--- src/ultd_pkg.sv ---
// package for the line termination decoder: register map, field layout,
// reset value, field encodings and signalling mode codes.
// assumes a single 40 MHz core clock and a plain strobe register port.
`default_nettype none

package ultd_pkg;

   // ===================================================================
   // register port geometry
   localparam int ULTD_AW = 4;
   localparam int ULTD_DW = 8;

   // ===================================================================
   // register offsets
   localparam logic [3:0] ULTD_ADDR_CTRL = 4'h0; // read / write
   localparam logic [3:0] ULTD_ADDR_SET = 4'h4; // write ones to set
   localparam logic [3:0] ULTD_ADDR_CLR = 4'h8; // write ones to clear
   localparam logic [3:0] ULTD_ADDR_STAT = 4'hc; // read only

   // ===================================================================
   // control register fields
   localparam int ULTD_SPD_LSB = 0;
   localparam int ULTD_TERM_BIT = 2;
   localparam int ULTD_OPM_LSB = 3;
   localparam int ULTD_PLUS_PD_BIT = 5;
   localparam int ULTD_MINUS_PD_BIT = 6;
   localparam logic [7:0] ULTD_CTRL_MASK = 8'h7f;
   // power-up: full speed select, both pull-down bits set
   localparam logic [7:0] ULTD_CTRL_RESET = 8'h61;

   // ===================================================================
   // status register fields
   localparam int ULTD_ST_PU_BIT = 0;
   localparam int ULTD_ST_PPD_BIT = 1;
   localparam int ULTD_ST_MPD_BIT = 2;
   localparam int ULTD_ST_HST_BIT = 3;
   localparam int ULTD_ST_MODE_LSB = 4;

   // ===================================================================
   // field encodings
   localparam logic [1:0] ULTD_SPD_HS = 2'h0;
   localparam logic [1:0] ULTD_SPD_FS = 2'h1;
   localparam logic [1:0] ULTD_SPD_LS = 2'h2;
   localparam logic [1:0] ULTD_SPD_FSLS = 2'h3;
   localparam logic [1:0] ULTD_OPM_NORMAL = 2'h0;
   localparam logic [1:0] ULTD_OPM_NONDRV = 2'h1;
   localparam logic [1:0] ULTD_OPM_NOSTUFF = 2'h2;
   localparam logic [1:0] ULTD_OPM_RSVD = 2'h3;

   // ===================================================================
   // recognised signalling modes, reported in the status register
   typedef enum logic [3:0] {
      ULTD_M_UNLISTED = 4'h0,
      ULTD_M_THREE_STATE = 4'h1,
      ULTD_M_POWER_UP = 4'h2,
      ULTD_M_HOST_CHIRP_TEST = 4'h3,
      ULTD_M_HOST_HS = 4'h4,
      ULTD_M_HOST_FS = 4'h5,
      ULTD_M_HOST_LS = 4'h6,
      ULTD_M_HOST_RESUME = 4'h7,
      ULTD_M_PERI_CHIRP = 4'h8,
      ULTD_M_PERI_HS = 4'h9,
      ULTD_M_PERI_FS = 4'ha,
      ULTD_M_PERI_TEST = 4'hb,
      ULTD_M_OTG_CHIRP = 4'hc,
      ULTD_M_OTG_HS = 4'hd,
      ULTD_M_OTG_FS = 4'he,
      ULTD_M_OTG_TEST = 4'hf
   } ultd_mode_t;

endpackage

`default_nettype wire

--- src/ultd_decode.sv ---
// pure resistor-enable decode from the five transceiver control fields.
// assumes the caller registers the outputs; no state lives here.
`default_nettype none

module ultd_decode (
   // control fields
   input wire logic [1:0] speed_select,
   input wire logic termination_select,
   input wire logic [1:0] operating_mode_field,
   input wire logic plus_line_pulldown_bit,
   input wire logic minus_line_pulldown_bit,
   // resistor enables
   output logic plus_pullup_enable,
   output logic plus_pulldown_enable,
   output logic minus_pulldown_enable,
   output logic highspeed_termination_enable
);
   import ultd_pkg::*;

   // ===================================================================
   // decode
   logic driving;
   logic signalling_opm;

   // non-driving mode kills every resistor regardless of other fields
   assign driving = (operating_mode_field != ULTD_OPM_NONDRV);
   // only normal and no-stuffing modes count as active signalling
   assign signalling_opm = (operating_mode_field == ULTD_OPM_NORMAL) ||
                           (operating_mode_field == ULTD_OPM_NOSTUFF);

   // pull-downs follow their bits unless three-stated
   always_comb begin
      plus_pulldown_enable = driving && plus_line_pulldown_bit;
      minus_pulldown_enable = driving && minus_line_pulldown_bit;
   end

   // hs termination: hs select, term select low, active mode
   always_comb begin
      highspeed_termination_enable = (speed_select == ULTD_SPD_HS) &&
         !termination_select && signalling_opm;
   end

   // pull-up only for a peripheral role (dp pull-down clear), fs or
   // chirp; low speed peripheral pull-up on dm is not modelled here
   always_comb begin
      plus_pullup_enable = termination_select && !plus_line_pulldown_bit &&
         signalling_opm && ((speed_select == ULTD_SPD_HS) ||
         (speed_select == ULTD_SPD_FS));
   end

endmodule

`default_nettype wire

--- src/ultd_top.sv ---
// line termination decoder: control register, status register and
// registered resistor enables for a usb otg transceiver.
// assumes a same-clock register master on a plain strobe port.
// assumes the link alone picks the combination; reserved field values
// are stored as written and decoded conservatively.
//
// Functional notes
// - pull-up only for peripheral fs or chirp
// - pull-downs follow bits, three-state forces off
// - hs termination: hs, term low, active
// - non-driving mode clears all four enables
// - host chirp: pull-downs plus hs termination
// - host high speed: pull-downs plus termination
// - host full speed: pull-downs only
// - host low speed variants: pull-downs only
// - host resume: pull-downs only
// - host test j/k: pull-downs plus termination
// - peripheral chirp: pull-up only
// - peripheral high speed: termination only
// - peripheral full speed: pull-up only
// - peripheral test j/k: termination only
`default_nettype none

module ultd_top (
   // clock and reset
   input wire logic core_clk,
   input wire logic rst,
   // register port
   input wire logic [ultd_pkg::ULTD_AW-1:0] reg_addr,
   input wire logic [ultd_pkg::ULTD_DW-1:0] reg_wdata,
   input wire logic reg_write,
   input wire logic reg_read,
   output logic [ultd_pkg::ULTD_DW-1:0] reg_rdata,
   // resistor enables
   output logic plus_pullup_enable,
   output logic plus_pulldown_enable,
   output logic minus_pulldown_enable,
   output logic highspeed_termination_enable
);
   import ultd_pkg::*;

   // ===================================================================
   // control register state
   // map: ctrl is read/write; the set and clear aliases let the link
   // flip one field without a read-modify-write, which matters when
   // chirp timing leaves no room for a read turn; status is read only,
   // and writes to it or to unmapped offsets are dropped silently
   logic [7:0] ctrl;
   logic [7:0] next_ctrl;
   logic [7:0] wmask;

   // only defined bits are ever stored; bit 7 reads zero
   assign wmask = reg_wdata & ULTD_CTRL_MASK;

   // the link owns every field; this block only stores them
   always_comb begin
      next_ctrl = ctrl;
      if (reg_write) begin
         case (reg_addr)
            ULTD_ADDR_CTRL: begin
               next_ctrl = wmask;
            end
            ULTD_ADDR_SET: begin
               next_ctrl = ctrl | wmask;
            end
            ULTD_ADDR_CLR: begin
               next_ctrl = ctrl & ~wmask;
            end
            default: begin
               next_ctrl = ctrl;
            end
         endcase
      end
   end

   // reset leaves both pull-down bits set, so an attached peripheral
   // sees a host-like idle until the link takes over
   // reset lands in the power-up combination
   always_ff @(posedge core_clk) begin
      if (rst) begin
         ctrl <= ULTD_CTRL_RESET;
      end else begin
         ctrl <= next_ctrl;
      end
   end

   // ===================================================================
   // field split of the value about to be stored
   logic [1:0] n_speed;
   logic n_term;
   logic [1:0] n_opm;
   logic n_plus_pd;
   logic n_minus_pd;

   // hazard: decoding from ctrl instead would put the enables one cycle
   // behind the stored fields, so status and pins would disagree with
   // the control read-back for a cycle after every write
   // decode from next_ctrl so the enables move on the write edge itself
   always_comb begin
      n_speed = next_ctrl[ULTD_SPD_LSB +: 2];
      n_term = next_ctrl[ULTD_TERM_BIT];
      n_opm = next_ctrl[ULTD_OPM_LSB +: 2];
      n_plus_pd = next_ctrl[ULTD_PLUS_PD_BIT];
      n_minus_pd = next_ctrl[ULTD_MINUS_PD_BIT];
   end

   // ===================================================================
   // resistor decode
   logic dec_pu;
   logic dec_ppd;
   logic dec_mpd;
   logic dec_hst;

   // the decode is kept in its own module so the pure table logic can
   // be checked apart from the register plumbing around it
   // one pure function covers every table row
   ultd_decode u_decode (
      .speed_select(n_speed),
      .termination_select(n_term),
      .operating_mode_field(n_opm),
      .plus_line_pulldown_bit(n_plus_pd),
      .minus_line_pulldown_bit(n_minus_pd),
      .plus_pullup_enable(dec_pu),
      .plus_pulldown_enable(dec_ppd),
      .minus_pulldown_enable(dec_mpd),
      .highspeed_termination_enable(dec_hst)
   );

   // ===================================================================
   // signalling mode classification for status readback
   ultd_mode_t mode;
   ultd_mode_t next_mode;
   logic hs_t0;
   logic fs_t1;

   assign hs_t0 = (n_speed == ULTD_SPD_HS) && !n_term;
   assign fs_t1 = (n_speed == ULTD_SPD_FS) && n_term;

   // the mode code is for software only and never feeds the enables;
   // rows that the link may program but that name no known state
   // (reserved operating mode, dp pull-down alone) read as unlisted
   // rather than being guessed at
   // names the table row in force; anything else reads as unlisted
   always_comb begin
      next_mode = ULTD_M_UNLISTED;
      if (n_opm == ULTD_OPM_NONDRV) begin
         next_mode = ULTD_M_THREE_STATE;
      end else begin
         case ({n_plus_pd, n_minus_pd})
            2'h3: begin
               // host role: both pull-downs set
               if (hs_t0 && n_opm == ULTD_OPM_NOSTUFF) begin
                  next_mode = ULTD_M_HOST_CHIRP_TEST;
               end else if (hs_t0 && n_opm == ULTD_OPM_NORMAL) begin
                  next_mode = ULTD_M_HOST_HS;
               end else if (n_speed == ULTD_SPD_FS && !n_term &&
                            n_opm == ULTD_OPM_NORMAL) begin
                  next_mode = ULTD_M_POWER_UP;
               end else if (n_speed[0] && n_term &&
                            n_opm == ULTD_OPM_NORMAL) begin
                  next_mode = ULTD_M_HOST_FS;
               end else if (fs_t1 && n_opm == ULTD_OPM_NOSTUFF) begin
                  next_mode = ULTD_M_HOST_RESUME;
               end else if (n_speed == ULTD_SPD_LS && n_term &&
                            (n_opm == ULTD_OPM_NORMAL ||
                             n_opm == ULTD_OPM_NOSTUFF)) begin
                  next_mode = ULTD_M_HOST_LS;
               end else begin
                  next_mode = ULTD_M_UNLISTED;
               end
            end
            2'h0: begin
               // peripheral role: no pull-downs
               if (n_speed == ULTD_SPD_HS && n_term &&
                   n_opm == ULTD_OPM_NOSTUFF) begin
                  next_mode = ULTD_M_PERI_CHIRP;
               end else if (hs_t0 && n_opm == ULTD_OPM_NORMAL) begin
                  next_mode = ULTD_M_PERI_HS;
               end else if (fs_t1 && (n_opm == ULTD_OPM_NORMAL ||
                            n_opm == ULTD_OPM_NOSTUFF)) begin
                  next_mode = ULTD_M_PERI_FS;
               end else if (hs_t0 && n_opm == ULTD_OPM_NOSTUFF) begin
                  next_mode = ULTD_M_PERI_TEST;
               end else begin
                  next_mode = ULTD_M_UNLISTED;
               end
            end
            2'h1: begin
               // otg peripheral: only the dm pull-down kept
               if (n_speed == ULTD_SPD_HS && n_term &&
                   n_opm == ULTD_OPM_NOSTUFF) begin
                  next_mode = ULTD_M_OTG_CHIRP;
               end else if (hs_t0 && n_opm == ULTD_OPM_NORMAL) begin
                  next_mode = ULTD_M_OTG_HS;
               end else if (fs_t1 && (n_opm == ULTD_OPM_NORMAL ||
                            n_opm == ULTD_OPM_NOSTUFF)) begin
                  next_mode = ULTD_M_OTG_FS;
               end else if (hs_t0 && n_opm == ULTD_OPM_NOSTUFF) begin
                  next_mode = ULTD_M_OTG_TEST;
               end else begin
                  next_mode = ULTD_M_UNLISTED;
               end
            end
            default: begin
               // dp pull-down alone is no documented row
               next_mode = ULTD_M_UNLISTED;
            end
         endcase
      end
   end

   // ===================================================================
   // registered enables and mode
   logic next_pu;
   logic next_ppd;
   logic next_mpd;
   logic next_hst;

   // every enable leaves a flip-flop so the analog switches never see
   // decode glitches while several control bits change in one write
   // enables are a pure function of the stored fields, registered once
   always_comb begin
      next_pu = dec_pu;
      next_ppd = dec_ppd;
      next_mpd = dec_mpd;
      next_hst = dec_hst;
   end

   // the power-up row needs no decode, so the reset values are written
   // out rather than taken from the decoder
   // reset values equal the decode of the reset control value
   always_ff @(posedge core_clk) begin
      if (rst) begin
         plus_pullup_enable <= 1'b0;
         plus_pulldown_enable <= 1'b1;
         minus_pulldown_enable <= 1'b1;
         highspeed_termination_enable <= 1'b0;
         mode <= ULTD_M_POWER_UP;
      end else begin
         plus_pullup_enable <= next_pu;
         plus_pulldown_enable <= next_ppd;
         minus_pulldown_enable <= next_mpd;
         highspeed_termination_enable <= next_hst;
         mode <= next_mode;
      end
   end

   // ===================================================================
   // read data path
   logic [7:0] next_rdata;
   logic [7:0] status;

   // limitation: status reports what is driven, so a status read right
   // after a write already returns the updated enables
   // status shows the enables actually driven, not the request
   always_comb begin
      status = 8'h00;
      status[ULTD_ST_PU_BIT] = plus_pullup_enable;
      status[ULTD_ST_PPD_BIT] = plus_pulldown_enable;
      status[ULTD_ST_MPD_BIT] = minus_pulldown_enable;
      status[ULTD_ST_HST_BIT] = highspeed_termination_enable;
      status[ULTD_ST_MODE_LSB +: 4] = mode;
   end

   // read data stands one cycle only, zero otherwise, so a stale
   // value can never be mistaken for a fresh answer
   always_comb begin
      next_rdata = 8'h00;
      if (reg_read) begin
         case (reg_addr)
            ULTD_ADDR_CTRL: begin
               next_rdata = ctrl;
            end
            ULTD_ADDR_SET: begin
               next_rdata = ctrl;
            end
            ULTD_ADDR_CLR: begin
               next_rdata = ctrl;
            end
            ULTD_ADDR_STAT: begin
               next_rdata = status;
            end
            default: begin
               next_rdata = 8'h00;
            end
         endcase
      end
   end

   always_ff @(posedge core_clk) begin
      if (rst) begin
         reg_rdata <= 8'h00;
      end else begin
         reg_rdata <= next_rdata;
      end
   end

endmodule

`default_nettype wire

--- config.mk ---
export PLATFORM = sky130hd
export DESIGN_NAME = ultd_top
export DESIGN_NICKNAME = d
export VERILOG_FILES = /design/src/ultd_pkg.sv /design/src/ultd_decode.sv /design/src/ultd_top.sv
export SDC_FILE = /design/constraint.sdc
export NUM_CORES = 1
export LEC_CHECK = 0
export BUFFER_PORTS_ARGS = -buffer_cell sky130_fd_sc_hd__buf_2
export CORE_MARGIN = 2
export CORE_UTILIZATION = 54
export CTS_CLUSTER_SIZE = 25
export DETAILED_ROUTE_END_ITERATION = 6
export MAX_ROUTING_LAYER = met4
export PLACE_DENSITY = 0.88
export SLEW_MARGIN = 0
export SYNTH_ARGS = -nofsm -noshare
export SYNTH_HDL_FRONTEND = slang
export SYNTH_SLANG_ARGS = --single-unit
--- constraint.sdc ---
create_clock -name core_clk -period 4.5 [get_ports core_clk]
set_input_delay 0.675 -clock core_clk [delete_from_list [all_inputs] [get_ports core_clk]]
set_output_delay 0.675 -clock core_clk [all_outputs]
set_load 0.005 [all_outputs]
==> impl_metrics.xml <==
<?xml version="1.0" encoding="UTF-8"?>
<metrics>
  <group name="final_layout">
    <metric name="areaGrowthSynthToFinish" unit="%">12.93</metric>
    <metric name="number_of_nets_in_the_layout" unit="">154</metric>
    <metric name="drive_above_1_share" unit="">0.2774</metric>
    <metric name="final_cell_count_no_fill" unit="">162</metric>
    <metric name="antenna_cells_inserted" unit="">0</metric>
    <metric name="num-fill-cells" unit="">153</metric>
  </group>
  <group name="timing">
    <metric name="maxSlewViolCount" unit="">0</metric>
    <metric name="setup_viol" unit="">0</metric>
    <metric name="time_the_final_worst_path_needs_with_i_o_delays_and_setup" unit="ps">2646</metric>
    <metric name="finalCritPeriodShare" unit="">0.5880</metric>
    <metric name="final.setup_skew" unit="ps">1.077</metric>
    <metric name="relSlewSlack" unit="">0.4194</metric>
    <metric name="fin_worst_hold_slack" unit="ps">453.5</metric>
    <metric name="grt_setup_unrepaired" unit="">false</metric>
    <metric name="worst_slew_pin_slew" unit="ps">871.0</metric>
    <metric name="achievable-frequency" unit="MHz">377.9</metric>
    <metric name="total_count_of_hold_check_failures_in_the_final_report" unit="">0</metric>
    <metric name="fin_setup_tns" unit="ps">0</metric>
  </group>
  <group name="global_routing">
    <metric name="grt_pass1_vias" unit="">823</metric>
    <metric name="globalRouteTotalUtil" unit="">0.2409</metric>
    <metric name="largest_net_degree_at_the_start_of_global_routing" unit="">17</metric>
    <metric name="initial_antenna_violation_count" unit="">0</metric>
    <metric name="grt_remaining_overflow" unit="">0</metric>
    <metric name="grt_pass1_wl" unit="um">3636</metric>
  </group>
  <group name="detailed_routing">
    <metric name="routed_via_count_divided_by_cell_count" unit="">6.062</metric>
    <metric name="route.detailed.drc" unit="">0</metric>
    <metric name="initialDrtViolationCount" unit="">35</metric>
    <metric name="final_antenna_net_count" unit="">0</metric>
    <metric name="drt_pre_antenna_iters" unit="">4</metric>
    <metric name="post_drt_wl_per_cell" unit="um">14.41</metric>
    <metric name="total_number_of_vias" unit="">982</metric>
    <metric name="finalWirelength" unit="um">2335</metric>
  </group>
  <group name="yosys">
    <metric name="synth_sequential_area_ratio" unit="">0.4407</metric>
    <metric name="number_of_warning_messages_in_the_yosys_log" unit="">0</metric>
    <metric name="netlist.area_leader.share" unit="">0.4407</metric>
    <metric name="synth.net_count" unit="">130</metric>
    <metric name="synthDominantAreaCellType" unit="">sky130_fd_sc_hd__dfxtp_1</metric>
    <metric name="edff_count_synth" unit="">0</metric>
    <metric name="synth_area" unit="um2">1045</metric>
    <metric name="synth_area_per_cell" unit="um2">9.164</metric>
    <metric name="netlist_instances" unit="">114</metric>
    <metric name="asyncSetResetFlopFracSynth" unit="">0</metric>
    <metric name="seq_cells_post_synth" unit="">23</metric>
    <metric name="ys.flop_type" unit="">sky130_fd_sc_hd__dfxtp_1</metric>
    <metric name="yosys.cell_types.count" unit="">35</metric>
    <metric name="ys_top_cells_by_area" unit="">sky130_fd_sc_hd__dfxtp_1, sky130_fd_sc_hd__nand2_1, sky130_fd_sc_hd__a21oi_1</metric>
  </group>
  <group name="setup_path">
    <metric name="critical_path.reg2reg.startpoint" unit="">ctrl[4]</metric>
    <metric name="timing.reg2reg.worst_path_depth" unit="">4</metric>
    <metric name="worstPathMaxFanout" unit="">11</metric>
    <metric name="cp.arrival" unit="ps">2850</metric>
    <metric name="r2r-end" unit="">mode[1]</metric>
    <metric name="required_arrival_time_at_the_worst_endpoint" unit="ps">4700</metric>
    <metric name="crit_type" unit="">in -&gt; reg</metric>
    <metric name="critical_path.startpoint_type" unit="">input pin</metric>
    <metric name="flop2flop_setup_slack" unit="ps">2710</metric>
    <metric name="critPathCaptureType" unit="">register</metric>
  </group>
  <group name="die">
    <metric name="boundaryPins" unit="">28</metric>
    <metric name="initial_core_util" unit="">0.5922</metric>
    <metric name="num_rows" unit="">15</metric>
    <metric name="die_x" unit="um">47.99</metric>
    <metric name="core_area" unit="um2">1764</metric>
    <metric name="die_area" unit="um2">2303</metric>
    <metric name="die_height" unit="um">47.99</metric>
  </group>
  <group name="clock_network">
    <metric name="cts_setup_buffers" unit="">0</metric>
    <metric name="post_cts_resized" unit="">0</metric>
    <metric name="clkTransAtPathRegs" unit="ps">120</metric>
    <metric name="number_of_buffers_added_by_the_clock_tree_synthesis_step" unit="">3</metric>
    <metric name="h_tree_depth" unit="">1</metric>
    <metric name="postCtsHoldBufs" unit="">0</metric>
    <metric name="clockRootBuffer" unit="">sky130_fd_sc_hd__clkbuf_4</metric>
    <metric name="tritoncts" unit="">built</metric>
    <metric name="clock-sinks" unit="">23</metric>
    <metric name="cts.path.max_buffers" unit="">2</metric>
    <metric name="clkLatencyLatePin" unit="ps">310</metric>
  </group>
  <group name="power">
    <metric name="irDropWorstVdd" unit="uV">156.6</metric>
    <metric name="leakage" unit="uW">0.0004881</metric>
    <metric name="fin_total_pwr" unit="uW">349.1</metric>
    <metric name="pwr_density_cell" unit="nW/um2">295.9</metric>
  </group>
  <group name="min_path">
    <metric name="hold_path_class" unit="">reg -&gt; reg</metric>
    <metric name="whs_endpoint" unit="">reg_rdata[7]</metric>
    <metric name="hp-start" unit="">mode[3]</metric>
    <metric name="hold_depth" unit="">2</metric>
  </group>
  <group name="job">
    <metric name="drv_cap" unit="">0</metric>
  </group>
  <group name="placed_design">
    <metric name="detailed_placement_hpwl" unit="um">1711</metric>
    <metric name="place.port_buffers" unit="">26</metric>
    <metric name="gp_routability_congestion" unit="">0.8585</metric>
    <metric name="placedCellCount" unit="">158</metric>
  </group>
  <group name="outcome">
    <metric name="run_status" unit="">finished clean</metric>
  </group>
</metrics>
## power by group
part / leakage, uW / switching, uW / internal [uW] / total, uW
Clock: 0.0000177 / 58.7 / 33.2 / 92.0
Combinational: 0.000284 / 27.2 / 18.4 / 45.6
Sequential: 0.000187 / 2.35 / 209 / 212
## per-layer routing
layer	GRT usage	vias up	routed length (um)
met1	0.2883	449	882
met3	0.03396	7	214
met2	0.3920	58	1168
met4	0.1189	0	70
li1	-	468	-
met5	-	-	0
## critical path, stage by stage
cell                       delay, ps
sky130_fd_sc_hd__buf_2           170
sky130_fd_sc_hd__nor4b_4         470
sky130_fd_sc_hd__o21ai_0         150
sky130_fd_sc_hd__a22oi_1         690
sky130_fd_sc_hd__or4_1           220
sky130_fd_sc_hd__o211ai_1         80
sky130_fd_sc_hd__a311o_1         380
## worst max-delay path by stage
stage / slack, ps / end / from
floorplan: 2100 / mode[1] / reg_addr[2]
global placement: 1670 / mode[1] / reg_addr[2]
detailed placement: 1540 / mode[1] / reg_addr[2]
CTS: 1870 / mode[1] / reg_addr[2]
global route: 1760 / mode[1] / reg_addr[2]
finish: 1850 / mode[1] / reg_addr[2]
## layout by cell type (no fill, tap or decap), types with 2 or more instances in the layout
| cell type | count |
|---|---|
| sky130_fd_sc_hd__clkbuf_4 | 3 |
| sky130_fd_sc_hd__nand2b_1 | 2 |
| sky130_fd_sc_hd__nor2_1 | 8 |
| sky130_fd_sc_hd__nor4b_4 | 2 |
| sky130_fd_sc_hd__a22o_1 | 4 |
| sky130_fd_sc_hd__o21ai_0 | 3 |
| sky130_fd_sc_hd__or2_2 | 2 |
| sky130_fd_sc_hd__nand3_1 | 9 |
| sky130_fd_sc_hd__dfxtp_1 | 23 |
| sky130_fd_sc_hd__buf_2 | 26 |
| sky130_fd_sc_hd__nand2_1 | 14 |
| sky130_fd_sc_hd__o21ai_1 | 4 |
| sky130_fd_sc_hd__a22oi_1 | 5 |
| sky130_fd_sc_hd__or4_1 | 2 |
| sky130_fd_sc_hd__a21oi_1 | 10 |
| sky130_fd_sc_hd__o211ai_1 | 2 |
## logic make-up after synthesis
family / after synthesis / share of synthesized area
AOI/OAI and AO/OA: 37 / 0.2467
xor gates and xnor gates: 1 / 0.008385
and+or+nand+nor: 44 / 0.2383
buffers and inverters: 8 / 0.05508
DFF: 23 / 0.4407
muxes: 1 / 0.01078
## synthesized netlist by cell type, types with 3 or more instances
master and number:
sky130_fd_sc_hd__a21oi_1 10, sky130_fd_sc_hd__o21ai_1 4, sky130_fd_sc_hd__o21ai_0 3, sky130_fd_sc_hd__dfxtp_1 23, sky130_fd_sc_hd__buf_6 3, sky130_fd_sc_hd__a22oi_1 5, sky130_fd_sc_hd__nor2_1 8, sky130_fd_sc_hd__a22o_1 4
sky130_fd_sc_hd__nand3_1 9, sky130_fd_sc_hd__nand2_1 14
## through the flow
| step | util | area, um2 | setup slack (ps) |
|---|---|---|---|
| 6_report | 0.6688 | 1180 | 1854 |
| 5_1_grt | 0.6688 | 1180 | 1762 |
| 4_1_cts | 0.6688 | 1180 | 1874 |
| 3_5_place_dp | 0.6532 | 1152 | 1536 |
| 3_3_place_gp | 0.6532 | 1152 | 1674 |
| 2_1_floorplan | - | 1045 | 2102 |
## flip-flops by register name, summed over array words and instances, names as in the netlist
signal / cells
reg_rdata: 8
plus_pullup_enable: 1
minus_pulldown_enable: 1
highspeed_termination_enable: 1
mode: 4
plus_pulldown_enable: 1
ctrl: 7
## area by class of cell
cell class	count	area (um2)	area share
multi-input cells	83	526.8	0.4464
repair buffers	26	130.1	0.1103
clock inverters	1	5.005	0.004242
flip-flops and latches	23	460.4	0.3902
clock buffers	3	22.52	0.01909
well taps	25	31.28	0.02651
inverters	1	3.754	0.003181
(Power assumes the default switching activity.)
